[src/rtl/serial_aux_pkg.sv]
// shared constants and types for the serial module auxiliary register bank
package serial_aux_pkg;

  // register word indices; byte address is four times the index
  localparam logic [3:0] IDX_AUX_CONTROL = 4'h0;
  localparam logic [3:0] IDX_INT_STATUS = 4'h1;
  localparam logic [3:0] IDX_INT_MASK = 4'h2;
  localparam logic [3:0] IDX_COUNT_NOW_HIGH = 4'h3;
  localparam logic [3:0] IDX_COUNT_NOW_LOW = 4'h4;
  localparam logic [3:0] IDX_PRELOAD_HIGH = 4'h5;
  localparam logic [3:0] IDX_PRELOAD_LOW = 4'h6;
  localparam logic [3:0] IDX_INT_VECTOR = 4'h7;
  localparam logic [3:0] IDX_INPUT_PINS = 4'h8;
  localparam logic [3:0] IDX_OUTPORT_CONFIG = 4'h9;
  localparam logic [3:0] IDX_COUNTER_START = 4'hA;
  localparam logic [3:0] IDX_COUNTER_STOP = 4'hB;
  localparam logic [3:0] IDX_INPUT_CHANGE = 4'hC;
  localparam logic [31:0] PRINTED_BIT_SET = 32'hFFFFF7FD;
  localparam logic [31:0] PRINTED_BIT_CLEAR = 32'h0FFFF7FF;
  localparam logic [3:0] IDX_OUTPORT_BIT_SET = PRINTED_BIT_SET[3:0];
  localparam logic [3:0] IDX_OUTPORT_BIT_CLEAR = PRINTED_BIT_CLEAR[3:0];

  // aux_control fields
  localparam int ACR_RATE_SEL = 7;
  localparam int ACR_CTMS_LO = 4;
  localparam int ACR_IEC_LO = 0;

  // outport_config fields
  localparam int OPCR_OP3_LO = 2;
  localparam int OPCR_OP2_LO = 0;

  // reset values, unbonded input level and counter prescale
  localparam logic [7:0] INT_VECTOR_RESET = 8'h0F;
  localparam logic [7:0] LATCH_RESET = 8'h00;
  localparam logic [7:0] REG_RESET = 8'h00;
  localparam logic [2:0] IP_UNBONDED = 3'h7;
  localparam int CT_PRESCALE = 16;

  localparam logic [1:0] RESP_OKAY = 2'h0;
  localparam logic [1:0] RESP_SLVERR = 2'h2;

  typedef enum logic [2:0] {
    CT_CNT_IP2 = 3'h0,
    CT_CNT_TXA = 3'h1,
    CT_CNT_TXB = 3'h2,
    CT_CNT_XTAL = 3'h3,
    CT_TMR_IP2 = 3'h4,
    CT_TMR_IP2_DIV = 3'h5,
    CT_TMR_XTAL = 3'h6,
    CT_TMR_EXT_DIV = 3'h7
  } ct_src_t;

  typedef enum logic [1:0] {
    WR_IDLE = 2'b01,
    WR_RESP = 2'b10
  } wr_state_t;

  typedef struct packed {
    logic tx_ready;
    logic rx_ready;
    logic rx_fifo_full;
    logic rx_select;
    logic break_edge;
    logic break_reset;
  } chan_status_t;

endpackage

[src/rtl/serial_module_aux_regs.sv]
// shared control/status register bank of the dual channel serial module
`timescale 1ns/1ps
`default_nettype none

// Summary of operation
// [RULE1] rate_set_select one picks second baud group, zero the first
// [RULE2] three-bit field picks counter or timer mode and its clock source
// [RULE3] enabled input change flag sets status bit 7; disabled ones do not
// [RULE4] irq high when any status flag and its mask bit are both one
// [RULE5] status reads give true flags regardless of the mask
// [RULE6] all status bits clear on module reset; the rx and tx bits 0, 1, 4 and 5 follow the channel inputs instead
// [RULE7] input-change flag set by change on enabled input, else reads zero
// [RULE8] break-delta flag sets on start or end of a received break
// [RULE9] receive flag mirrors fifo-full or receiver-ready per mode bit 6
// [RULE10] transmit flag mirrors channel transmitter-ready bit
// [RULE11] stop-counter read clears counter ready in both modes
// [RULE12] start-counter read starts counter/timer; read data meaningless
// [RULE13] stop-counter read stops counter; counter mode clears output three
// [RULE14] current count readable as high and low bytes
// [RULE15] preload from write-only high/low bytes; software keeps it >= 0002
// [RULE16] 8-bit interrupt vector register resets to 0F
// [RULE17] input pins latched at read; unbonded inputs read one
// [RULE18] output three function: latch, counter out, B tx clock, B rx clock
// [RULE19] output two function: latch, A 16x tx, A 1x tx, A 1x rx clock
// [RULE20] bit-set write sets latch bits written one
// [RULE21] bit-clear write clears latch bits written one
// [RULE22] pins drive inverse of latch; latch resets to zero
// [RULE23] input change register read clears change flags and status flag
// [RULE24] break-change reset command clears break-delta flags
// [RULE25] status and mask bit order: cos, dbb, rxb, txb, ctr, dba, rxa, txa
module serial_module_aux_regs
  import serial_aux_pkg::*;
(
  // clock and reset
  input wire logic aclk,
  input wire logic aresetn,
  // axi4-lite write address and data
  input wire logic [31:0] awaddr,
  input wire logic awvalid,
  output logic awready,
  input wire logic [31:0] wdata,
  input wire logic [3:0] wstrb,
  input wire logic wvalid,
  output logic wready,
  // axi4-lite write response
  output logic [1:0] bresp,
  output logic bvalid,
  input wire logic bready,
  // axi4-lite read
  input wire logic [31:0] araddr,
  input wire logic arvalid,
  output logic arready,
  output logic [31:0] rdata,
  output logic [1:0] rresp,
  output logic rvalid,
  input wire logic rready,
  // channel status and clocks
  input wire chan_status_t chan_a,
  input wire chan_status_t chan_b,
  input wire logic tx_clock_a_16x,
  input wire logic tx_clock_a,
  input wire logic rx_clock_a,
  input wire logic tx_clock_b,
  input wire logic rx_clock_b,
  // port pins
  input wire logic [2:0] in_pins,
  input wire logic ext_clock_pin,
  output logic [7:0] out_pins,
  // interrupt and configuration
  output logic irq,
  output logic [7:0] int_vector_out,
  output logic rate_set_select
);

  function automatic logic hit(input logic [31:0] a, input logic [3:0] idx);
    hit = (a[31:6] == 26'h0) && (a[5:2] == idx);
  endfunction

  logic [7:0] aux_control, int_mask, int_vector, preload_high, preload_low;
  logic [7:0] outport_config, outport_latch, int_status;
  logic [2:0] input_change_flag;
  logic cos_sel, break_delta_a, break_delta_b, rx_flag_a, rx_flag_b, ct_ready, ct_run, ct_out;
  logic [15:0] ct_count;
  logic [3:0] ct_presc;
  ct_src_t ct_mode_source;

  // ---------------- pin synchronisers ----------------
  logic [3:0] sync1, sync2, sync_prev;
  logic sync_seen, tx_a_prev, tx_b_prev;
  logic [1:0] warm_up;

  genvar g;
  generate
    for (g = 0; g < 4; g++) begin : g_sync
      always_ff @(posedge aclk) begin
        if (!aresetn) begin
          sync1[g] <= 1'b0;
          sync2[g] <= 1'b0;
          sync_prev[g] <= 1'b0;
        end else begin
          sync1[g] <= (g == 3) ? ext_clock_pin : in_pins[g % 3];
          sync2[g] <= sync1[g];
          sync_prev[g] <= sync2[g];
        end
      end
    end
  endgenerate

  // sync and compare stages hold reset zeros for three edges, so a high pin is no change
  always_ff @(posedge aclk) begin
    if (!aresetn) begin
      sync_seen <= 1'b0;
      warm_up <= 2'h0;
      tx_a_prev <= 1'b0;
      tx_b_prev <= 1'b0;
    end else begin
      sync_seen <= warm_up[1];
      warm_up <= {warm_up[0], 1'b1};
      tx_a_prev <= tx_clock_a;
      tx_b_prev <= tx_clock_b;
    end
  end

  // ---------------- axi4-lite slave ----------------
  wr_state_t wr_state;
  logic aw_held, w_held, w_lane0_q, have_aw, have_w, do_write, wr_lane0, rd_take;
  logic [31:0] aw_addr_q, w_data_q, wr_addr, wr_data;

  assign awready = (wr_state == WR_IDLE) && !aw_held;
  assign wready = (wr_state == WR_IDLE) && !w_held;
  assign bvalid = (wr_state == WR_RESP);
  assign have_aw = aw_held || (awvalid && awready);
  assign have_w = w_held || (wvalid && wready);
  assign do_write = (wr_state == WR_IDLE) && have_aw && have_w;
  assign wr_addr = aw_held ? aw_addr_q : awaddr;
  assign wr_data = w_held ? w_data_q : wdata;
  assign wr_lane0 = w_held ? w_lane0_q : wstrb[0];
  assign arready = !rvalid;
  assign rd_take = arvalid && arready;

  always_ff @(posedge aclk) begin
    if (!aresetn) begin
      wr_state <= WR_IDLE;
      aw_held <= 1'b0;
      w_held <= 1'b0;
      aw_addr_q <= 32'h0;
      w_data_q <= 32'h0;
      w_lane0_q <= 1'b0;
      bresp <= RESP_OKAY;
    end else begin
      if (awvalid && awready && !do_write) begin
        aw_held <= 1'b1;
        aw_addr_q <= awaddr;
      end
      if (wvalid && wready && !do_write) begin
        w_held <= 1'b1;
        w_data_q <= wdata;
        w_lane0_q <= wstrb[0];
      end
      case (wr_state)
        WR_IDLE: begin
          if (do_write) begin
            wr_state <= WR_RESP;
            aw_held <= 1'b0;
            w_held <= 1'b0;
            bresp <= (wr_addr[31:6] == 26'h0) ? RESP_OKAY : RESP_SLVERR;
          end
        end
        WR_RESP: begin
          if (bready) begin
            wr_state <= WR_IDLE;
          end
        end
        default: wr_state <= WR_IDLE;
      endcase
    end
  end

  // only byte lane 0 carries register data
  function automatic logic wr_hit(input logic [3:0] idx);
    wr_hit = do_write && wr_lane0 && hit(wr_addr, idx);
  endfunction

  logic rd_icr, rd_start, rd_stop;
  assign rd_icr = rd_take && hit(araddr, IDX_INPUT_CHANGE);
  assign rd_start = rd_take && hit(araddr, IDX_COUNTER_START);
  assign rd_stop = rd_take && hit(araddr, IDX_COUNTER_STOP);

  always_ff @(posedge aclk) begin
    if (!aresetn) begin
      rvalid <= 1'b0;
      rdata <= 32'h0;
      rresp <= RESP_OKAY;
    end else if (rd_take) begin
      rvalid <= 1'b1;
      rresp <= (araddr[31:6] == 26'h0) ? RESP_OKAY : RESP_SLVERR;
      rdata <= 32'h0;
      if (araddr[31:6] == 26'h0) begin
        case (araddr[5:2])
          IDX_AUX_CONTROL: rdata[7:0] <= aux_control;
          IDX_INT_STATUS: rdata[7:0] <= int_status; // [RULE5]
          IDX_INT_MASK: rdata[7:0] <= int_mask;
          IDX_COUNT_NOW_HIGH: rdata[7:0] <= ct_count[15:8]; // [RULE14]
          IDX_COUNT_NOW_LOW: rdata[7:0] <= ct_count[7:0]; // [RULE14]
          IDX_INT_VECTOR: rdata[7:0] <= int_vector;
          IDX_INPUT_PINS: rdata[7:0] <= {2'h0, IP_UNBONDED, sync2[2:0]}; // [RULE17]
          IDX_INPUT_CHANGE: rdata[7:0] <= {1'b0, input_change_flag, 1'b0, sync2[2:0]};
          default: rdata <= 32'h0; // write-only and command words read zero [RULE12] [RULE15]
        endcase
      end
    end else if (rready) begin
      rvalid <= 1'b0;
    end
  end

  // ---------------- software registers ----------------
  always_ff @(posedge aclk) begin
    if (!aresetn) begin
      aux_control <= REG_RESET;
      int_mask <= REG_RESET;
      int_vector <= INT_VECTOR_RESET; // [RULE16]
      outport_config <= REG_RESET;
    end else begin
      if (wr_hit(IDX_AUX_CONTROL)) aux_control <= wr_data[7:0];
      if (wr_hit(IDX_INT_MASK)) int_mask <= wr_data[7:0];
      if (wr_hit(IDX_INT_VECTOR)) int_vector <= wr_data[7:0];
      if (wr_hit(IDX_OUTPORT_CONFIG)) outport_config <= wr_data[7:0];
    end
  end

  // preload below 0002 is not guarded; software keeps it legal
  always_ff @(posedge aclk) begin
    if (!aresetn) begin
      preload_high <= REG_RESET;
      preload_low <= REG_RESET;
    end else begin
      if (wr_hit(IDX_PRELOAD_HIGH)) preload_high <= wr_data[7:0]; // [RULE15]
      if (wr_hit(IDX_PRELOAD_LOW)) preload_low <= wr_data[7:0]; // [RULE15]
    end
  end

  always_ff @(posedge aclk) begin
    if (!aresetn) begin
      outport_latch <= LATCH_RESET; // [RULE22]
    end else if (wr_hit(IDX_OUTPORT_BIT_SET)) begin
      outport_latch <= outport_latch | wr_data[7:0]; // [RULE20]
    end else if (wr_hit(IDX_OUTPORT_BIT_CLEAR)) begin
      outport_latch <= outport_latch & ~wr_data[7:0]; // [RULE21]
    end
  end

  assign ct_mode_source = ct_src_t'(aux_control[ACR_CTMS_LO +: 3]);
  assign rate_set_select = aux_control[ACR_RATE_SEL]; // [RULE1]
  assign int_vector_out = int_vector;

  // ---------------- input change flags ----------------
  generate
    for (g = 0; g < 3; g++) begin : g_cos
      // a change in the clearing read's cycle is kept
      always_ff @(posedge aclk) begin
        if (!aresetn) begin
          input_change_flag[g] <= 1'b0;
        end else if (sync_seen && (sync2[g] != sync_prev[g])) begin
          input_change_flag[g] <= 1'b1;
        end else if (rd_icr) begin
          input_change_flag[g] <= 1'b0; // [RULE23]
        end
      end
    end
  endgenerate

  assign cos_sel = |(input_change_flag & aux_control[ACR_IEC_LO +: 3]); // [RULE3] [RULE7]

  // ---------------- break delta flags ----------------
  always_ff @(posedge aclk) begin
    if (!aresetn) begin
      break_delta_a <= 1'b0; // [RULE6]
      break_delta_b <= 1'b0; // [RULE6]
    end else begin
      if (chan_a.break_edge) break_delta_a <= 1'b1; // [RULE8]
      else if (chan_a.break_reset) break_delta_a <= 1'b0; // [RULE24]
      if (chan_b.break_edge) break_delta_b <= 1'b1; // [RULE8]
      else if (chan_b.break_reset) break_delta_b <= 1'b0; // [RULE24]
    end
  end

  assign rx_flag_a = chan_a.rx_select ? chan_a.rx_fifo_full : chan_a.rx_ready; // [RULE9]
  assign rx_flag_b = chan_b.rx_select ? chan_b.rx_fifo_full : chan_b.rx_ready; // [RULE9]

  assign int_status = {cos_sel, break_delta_b, rx_flag_b, chan_b.tx_ready, // [RULE25]
                       ct_ready, break_delta_a, rx_flag_a, chan_a.tx_ready}; // [RULE10]

  always_ff @(posedge aclk) begin
    if (!aresetn) irq <= 1'b0;
    else irq <= |(int_status & int_mask); // [RULE4]
  end

  // ---------------- counter/timer ----------------
  logic pre_edge, use_presc, raw_tick, ct_tick, ct_is_timer, ct_terminal;

  assign ct_is_timer = ct_mode_source[2];

  always_comb begin
    pre_edge = 1'b0;
    use_presc = 1'b0;
    case (ct_mode_source) // [RULE2]
      CT_CNT_IP2, CT_TMR_IP2: pre_edge = sync2[2] && !sync_prev[2];
      CT_CNT_TXA: pre_edge = tx_clock_a && !tx_a_prev;
      CT_CNT_TXB: pre_edge = tx_clock_b && !tx_b_prev;
      CT_CNT_XTAL, CT_TMR_XTAL: pre_edge = 1'b1;
      CT_TMR_IP2_DIV: begin
        pre_edge = sync2[2] && !sync_prev[2];
        use_presc = 1'b1;
      end
      CT_TMR_EXT_DIV: begin
        pre_edge = sync2[3] && !sync_prev[3];
        use_presc = 1'b1;
      end
      default: pre_edge = 1'b0;
    endcase
  end

  assign raw_tick = use_presc ? (pre_edge && (ct_presc == 4'(CT_PRESCALE - 1))) : pre_edge;
  assign ct_tick = ct_run && raw_tick;
  assign ct_terminal = ct_tick && (ct_count == 16'h0001);

  always_ff @(posedge aclk) begin
    if (!aresetn) ct_presc <= 4'h0;
    else if (rd_start) ct_presc <= 4'h0;
    else if (pre_edge && use_presc) ct_presc <= ct_presc + 4'h1;
  end

  // counter wraps through FFFF after terminal; timer reloads for a square wave
  always_ff @(posedge aclk) begin
    if (!aresetn) begin
      ct_run <= 1'b0;
      ct_count <= 16'h0;
      ct_out <= 1'b0;
    end else if (rd_start) begin
      ct_run <= 1'b1; // [RULE12]
      ct_count <= {preload_high, preload_low};
      ct_out <= 1'b0;
    end else if (rd_stop && !ct_is_timer) begin
      ct_run <= 1'b0; // [RULE13]
      ct_out <= 1'b0; // [RULE13]
    end else if (ct_terminal && ct_is_timer) begin
      ct_count <= {preload_high, preload_low};
      ct_out <= !ct_out;
    end else if (ct_tick) begin
      ct_count <= ct_count - 16'h0001;
      if (ct_terminal) ct_out <= 1'b1;
    end
  end

  // ready set wins over the stop read that clears it
  always_ff @(posedge aclk) begin
    if (!aresetn) begin
      ct_ready <= 1'b0; // [RULE6]
    end else if (ct_terminal && (!ct_is_timer || ct_out)) begin
      ct_ready <= 1'b1;
    end else if (rd_stop) begin
      ct_ready <= 1'b0; // [RULE11]
    end
  end

  // ---------------- output port ----------------
  logic [7:0] next_out_pins;

  always_comb begin
    next_out_pins = ~outport_latch; // [RULE22]
    case (outport_config[OPCR_OP3_LO +: 2]) // [RULE18]
      2'h0: next_out_pins[3] = ~outport_latch[3];
      2'h1: next_out_pins[3] = ct_out;
      2'h2: next_out_pins[3] = tx_clock_b;
      2'h3: next_out_pins[3] = rx_clock_b;
      default: next_out_pins[3] = ~outport_latch[3];
    endcase
    case (outport_config[OPCR_OP2_LO +: 2]) // [RULE19]
      2'h0: next_out_pins[2] = ~outport_latch[2];
      2'h1: next_out_pins[2] = tx_clock_a_16x;
      2'h2: next_out_pins[2] = tx_clock_a;
      2'h3: next_out_pins[2] = rx_clock_a;
      default: next_out_pins[2] = ~outport_latch[2];
    endcase
  end

  always_ff @(posedge aclk) begin
    if (!aresetn) out_pins <= ~LATCH_RESET;
    else out_pins <= next_out_pins;
  end

endmodule

`default_nettype wire

[config.mk]
export PLATFORM = sky130hd
export DESIGN_NAME = serial_module_aux_regs
export DESIGN_NICKNAME = d
export VERILOG_FILES = /design/src/rtl/serial_aux_pkg.sv /design/src/rtl/serial_module_aux_regs.sv
export SDC_FILE = /design/constraint.sdc
export NUM_CORES = 1
export LEC_CHECK = 0
export BUFFER_PORTS_ARGS = -buffer_cell sky130_fd_sc_hd__buf_4
export CAP_MARGIN = 20
export CORE_UTILIZATION = 35
export CTS_CLUSTER_SIZE = 40
export DETAILED_ROUTE_END_ITERATION = 10
export RECOVER_POWER = 100
export SLEW_MARGIN = 20
export SYNTH_ARGS = -nofsm -noshare
export SYNTH_HDL_FRONTEND = slang
export SYNTH_SLANG_ARGS = --single-unit
[constraint.sdc]
create_clock -name aclk -period 2.5 [get_ports aclk]
set_input_delay 0.5 -clock aclk [delete_from_list [all_inputs] [get_ports aclk]]
set_output_delay 0.5 -clock aclk [all_outputs]
set_load 0.01 [all_outputs]
==> results.txt <==
* Outcome: finished, final reports clean
- Routed metal-1 wirelength: 9838 um
* Port bufs: 129
* Dominant register cell in the synthesized netlist: dfxtp_1
- Relative area change from synthesis to final layout: 23.80%
* Most area-hungry cell type in the Yosys netlist: dfxtp_1
- By area the synthesized netlist is led by dfxtp_1 43%, mux2i_1 10%, nand2_1 5.6%.
- Slew of the pin with the lowest slew margin: 0.9007 ns
- The synthesized netlist devotes 0.5850% of its cell area to XOR and XNOR gates.
* Antenna violations before repair: 0
* Period minus WS final: 2.351 ns
- Number of max-cap violations: 0
- Buffers added to address setup during post-CTS repair amount to 0.
* Vias in the first global route: 6121
- Smallest setup slack after layout: 0.1487 ns
- From bottom edge to top edge, the die measures 148.2 um.
- Leaving out fill and tap cells, the most frequent cell in the layout is dfxtp_1.
* Longest Clk Path Bufs: 2
- In the global route stage, overall resource usage came out at 18.77%.
- Total Neg Setup Slack: 0 ns
* CTS buffer count: 17
- At the worst endpoint, the arrival time is 2.69 ns.
- Cell Pwr Density: 624.8 nW/um^2
* Via density: 5.116
- Kind of start point of the critical path: flop
- Root buffer cell: clkbuf_16
- After the first detailed-routing iteration, the DRC count stood at 434.
* Sinks on the clock net: 160
- Number of library cell types mapped by synthesis: 67
* Cell breakdown of the critical path: nor4b_2 -> nand4_1 -> or4_4 -> a31oi_4 -> buf_4 -> nand3_1 -> o211ai_1
* Maximum fanout along the worst path: 11
- Worst-case register-to-register setup slack: 0.15 ns
- In the final routed layout, each cell accounts on average for 15.74 um.
- IR analysis of the VDD net gives a maximum drop of 433.8 uV.
- Warnings from Yosys: 0
* Pin count of the biggest net entering global routing: 50
* Main combinational cell family by area after synthesis: simple AND/OR/NAND/NOR gates
- RSZ-0062 raised after global routing: no
- Final Skew: 0.009828 ns
- In this run the remaining antenna-violating nets after routing total 0.
- Once placement completed, the tool counted placed cells totaling 1255.
* Simple-gate area share of the yosys netlist: 23.18%
- The cell area that synthesis handed to floorplanning was 7486 um^2.
- The number of antenna diodes in the final layout is 0.
- Leaving out fill and tap cells, the most frequent cells in the layout are 160 x dfxtp_1, 122 x buf_4, 111 x nand2_1, 94 x nor2_1, 78 x mux2i_1.
- Relative max-transition margin: 39.88%
* # rows: 53
* Endpoint of the most critical register-to-register path: ct_count[6]
- Startpoint of the lowest-slack register-to-register path: rvalid
- Number of levels the H-tree was split into: 4
* Post-route cell area: 9268 um^2
* Post-layout nets: 1132
- Synthesis produced a netlist whose cell count is 862.
- Cells with a size suffix above 1 make up 18.85% of the layout.
* Asr flop ratio synth: 0%
- Summing over every cut layer, the via total after detailed routing is 6590.
- Wire segments on met3 add up to 1197 um in the final route.
- For the worst setup path, the data required time is 2.84 ns.
- After detailed routing, the total wire length is 20270 um.
- The routed design uses 8997 um of met2 wire.
- Worst slack, placed: -0.1149 ns
* Endpoint of the worst setup timing path: ct_count[6]
- Summed over all layers, the global routing overflow is 0.
- The die covers 21980 um^2.
- Yosys mapped a number of flops with a built-in enable equal to 0.
- Maximum cell stage delay along the critical path: 0.59 ns
- From left edge to right edge, the die measures 148.2 um.
* Number of remaining DRC errors: 0
* Clock slew seen by the registers of the worst setup and hold paths: 0.07 ns
- RD Place Congestion: 0.8641
- Cells fill 44.09% of the core in the end.
* Number of I/O pins: 187
- After legalization and detailed placement, the total HPWL measured 14660 um.
- Share of cell area taken by muxes after synthesis: 13.44%
- Setup violations remaining at the end of the flow were counted as 0.
* Post-Syn Area per Cell: 8.684 um^2
- At the later pin of the worst-skew pair, clock insertion delay measures 0.43 ns.
* Slowest CP cell: or4_4
- Summed over all cells, the static leakage comes to 0.003872 uW.
- Std-Cell Core Area: 21020 um^2
- Number of iterations in the first detailed-routing pass: 7
- Final cycle utilization of the critical path: 94.05%
- The first global-routing pass estimated 32170 um of wire.
- Synth Register Bits: 160
* Complex-gate fraction of the synthesized area: 13.35%
* Number of non-filler instances in the completed layout: 1288
- Worst Reg2Reg Path Length in Cells: 7
- The number of pins exceeding their max-slew limit in the final report is 0.
- Highest clock frequency the design can meet: 425.3 MHz
- The synthesized netlist devotes 0.6686% of its cell area to adder and majority cells.
- CTS tree: built
- HP Class: in2reg
- Sequential element share of the synthesized area: 42.79%
* Hold Vio Cnt, Final: 0
- Routed signal wires occupy layers up through met4.
- In this run the worst setup path begins at rvalid.
- By startpoint and endpoint, the worst setup path is classified as reg2reg.
* Starting Density: 35.61%
- Summing all placed instances gives a cell area of 8850 um^2.
* Crit end category: flop
* Top cell type's share of synthesized area: 42.79%
-- worst min path at each step --
stage	start	end	slack (ns)	cells past startpoint
after floorplan	flop	out_pins[6]	0.36	1
after global placement	flop	out_pins[6]	0.38	1
after detailed placement	flop	out_pins[6]	0.37	1
after CTS	rready	rvalid	0.24	2
after global routing	rready	rvalid	0.24	2
final	rready	rvalid	0.25	2
-- worst max-delay path: cells and delay by family, from the launching register on --
family,cells,cell delay [ns]
and+or+nand+nor,4,1.20
DFF,1,0.35
AOI/OAI and AO/OA,2,0.44
buffers and inverters,1,0.26
-- final cells by class --
class / count / area [um^2]
sequential: 160 / 3203
inverter: 15 / 56.30
multi-input combinational: 641 / 3936
clock buffer: 19 / 432.9
clock inverter: 13 / 148.9
fill: 2125 / 11750
timing repair buffer: 165 / 1146
tap: 275 / 344.1
-- cell usage after synthesis (4+ instances only) --
| library cell | count |
|---|---|
| a31oi_1 | 6 |
| dfxtp_1 | 160 |
| buf_2 | 4 |
| or3_1 | 6 |
| ha_1 | 4 |
| and3_1 | 6 |
| nor4_1 | 24 |
| a22o_1 | 4 |
| nand3_1 | 27 |
| nand2_1 | 111 |
| nor2b_1 | 11 |
| nand4_1 | 8 |
| xor2_1 | 4 |
| a222oi_1 | 5 |
| buf_4 | 28 |
| a21oi_1 | 58 |
| a211oi_1 | 5 |
| nor3_1 | 9 |
| inv_1 | 14 |
| o2111ai_1 | 4 |
| mux2_2 | 18 |
| a22oi_1 | 10 |
| and2_1 | 20 |
| o211ai_1 | 4 |
| clkbuf_1 | 36 |
| nand2b_1 | 15 |
| o21ai_0 | 24 |
| o22ai_1 | 11 |
| nor2_1 | 94 |
| mux2i_1 | 78 |
| a32oi_1 | 4 |
-- layer usage --
layer,track usage [%],up-vias
li1,-,3289
met1,26.32,3050
met2,29.08,229
met3,3.620,22
met4,5.412,0
met5,0,-
-- power breakdown --
part,switching (uW),internal (uW),total (uW)
registers,37.1,2610,2650
clock network,1150,1420,2570
logic,326,242,568
total,1520,4270,5790
-- flip-flops by register name (all words and copies together) (netlist names), 2 cells and up, named ones only --
name,flops
outport_config,4
aux_control,8
sync1,4
aw_addr_q,30
int_vector_out,8
sync_prev,4
sync2,4
preload_high,8
warm_up,2
int_mask,8
rdata,8
ct_count,16
ct_presc,4
out_pins,8
w_data_q,8
wr_state,2
input_change_flag,3
preload_low,8
-- cells by family after synthesis --
family | after synthesis
and+or+nand+nor | 355
adders and majority gates | 4
xor gates and xnor gates | 5
other | 1
AOI/OAI and AO/OA | 153
buffers and inverters | 87
muxes | 97
DFF | 160
-- what timing repair did --
item / CTS / global route
endpoints found under the setup margin: 0 / 2
resized for setup: 0 / 0
hold buffers: 0 / 0
hold endpoints to repair: 0 / 0
-- through the flow --
stage,power (uW),hold WS [ns]
after floorplan,3045,0.3626
after global routing,6041,0.2352
after detailed placement,3287,0.3726
after global placement,3283,0.3783
after CTS,5861,0.2358
final,5791,0.2514
Power figures use the tool's default switching activity.
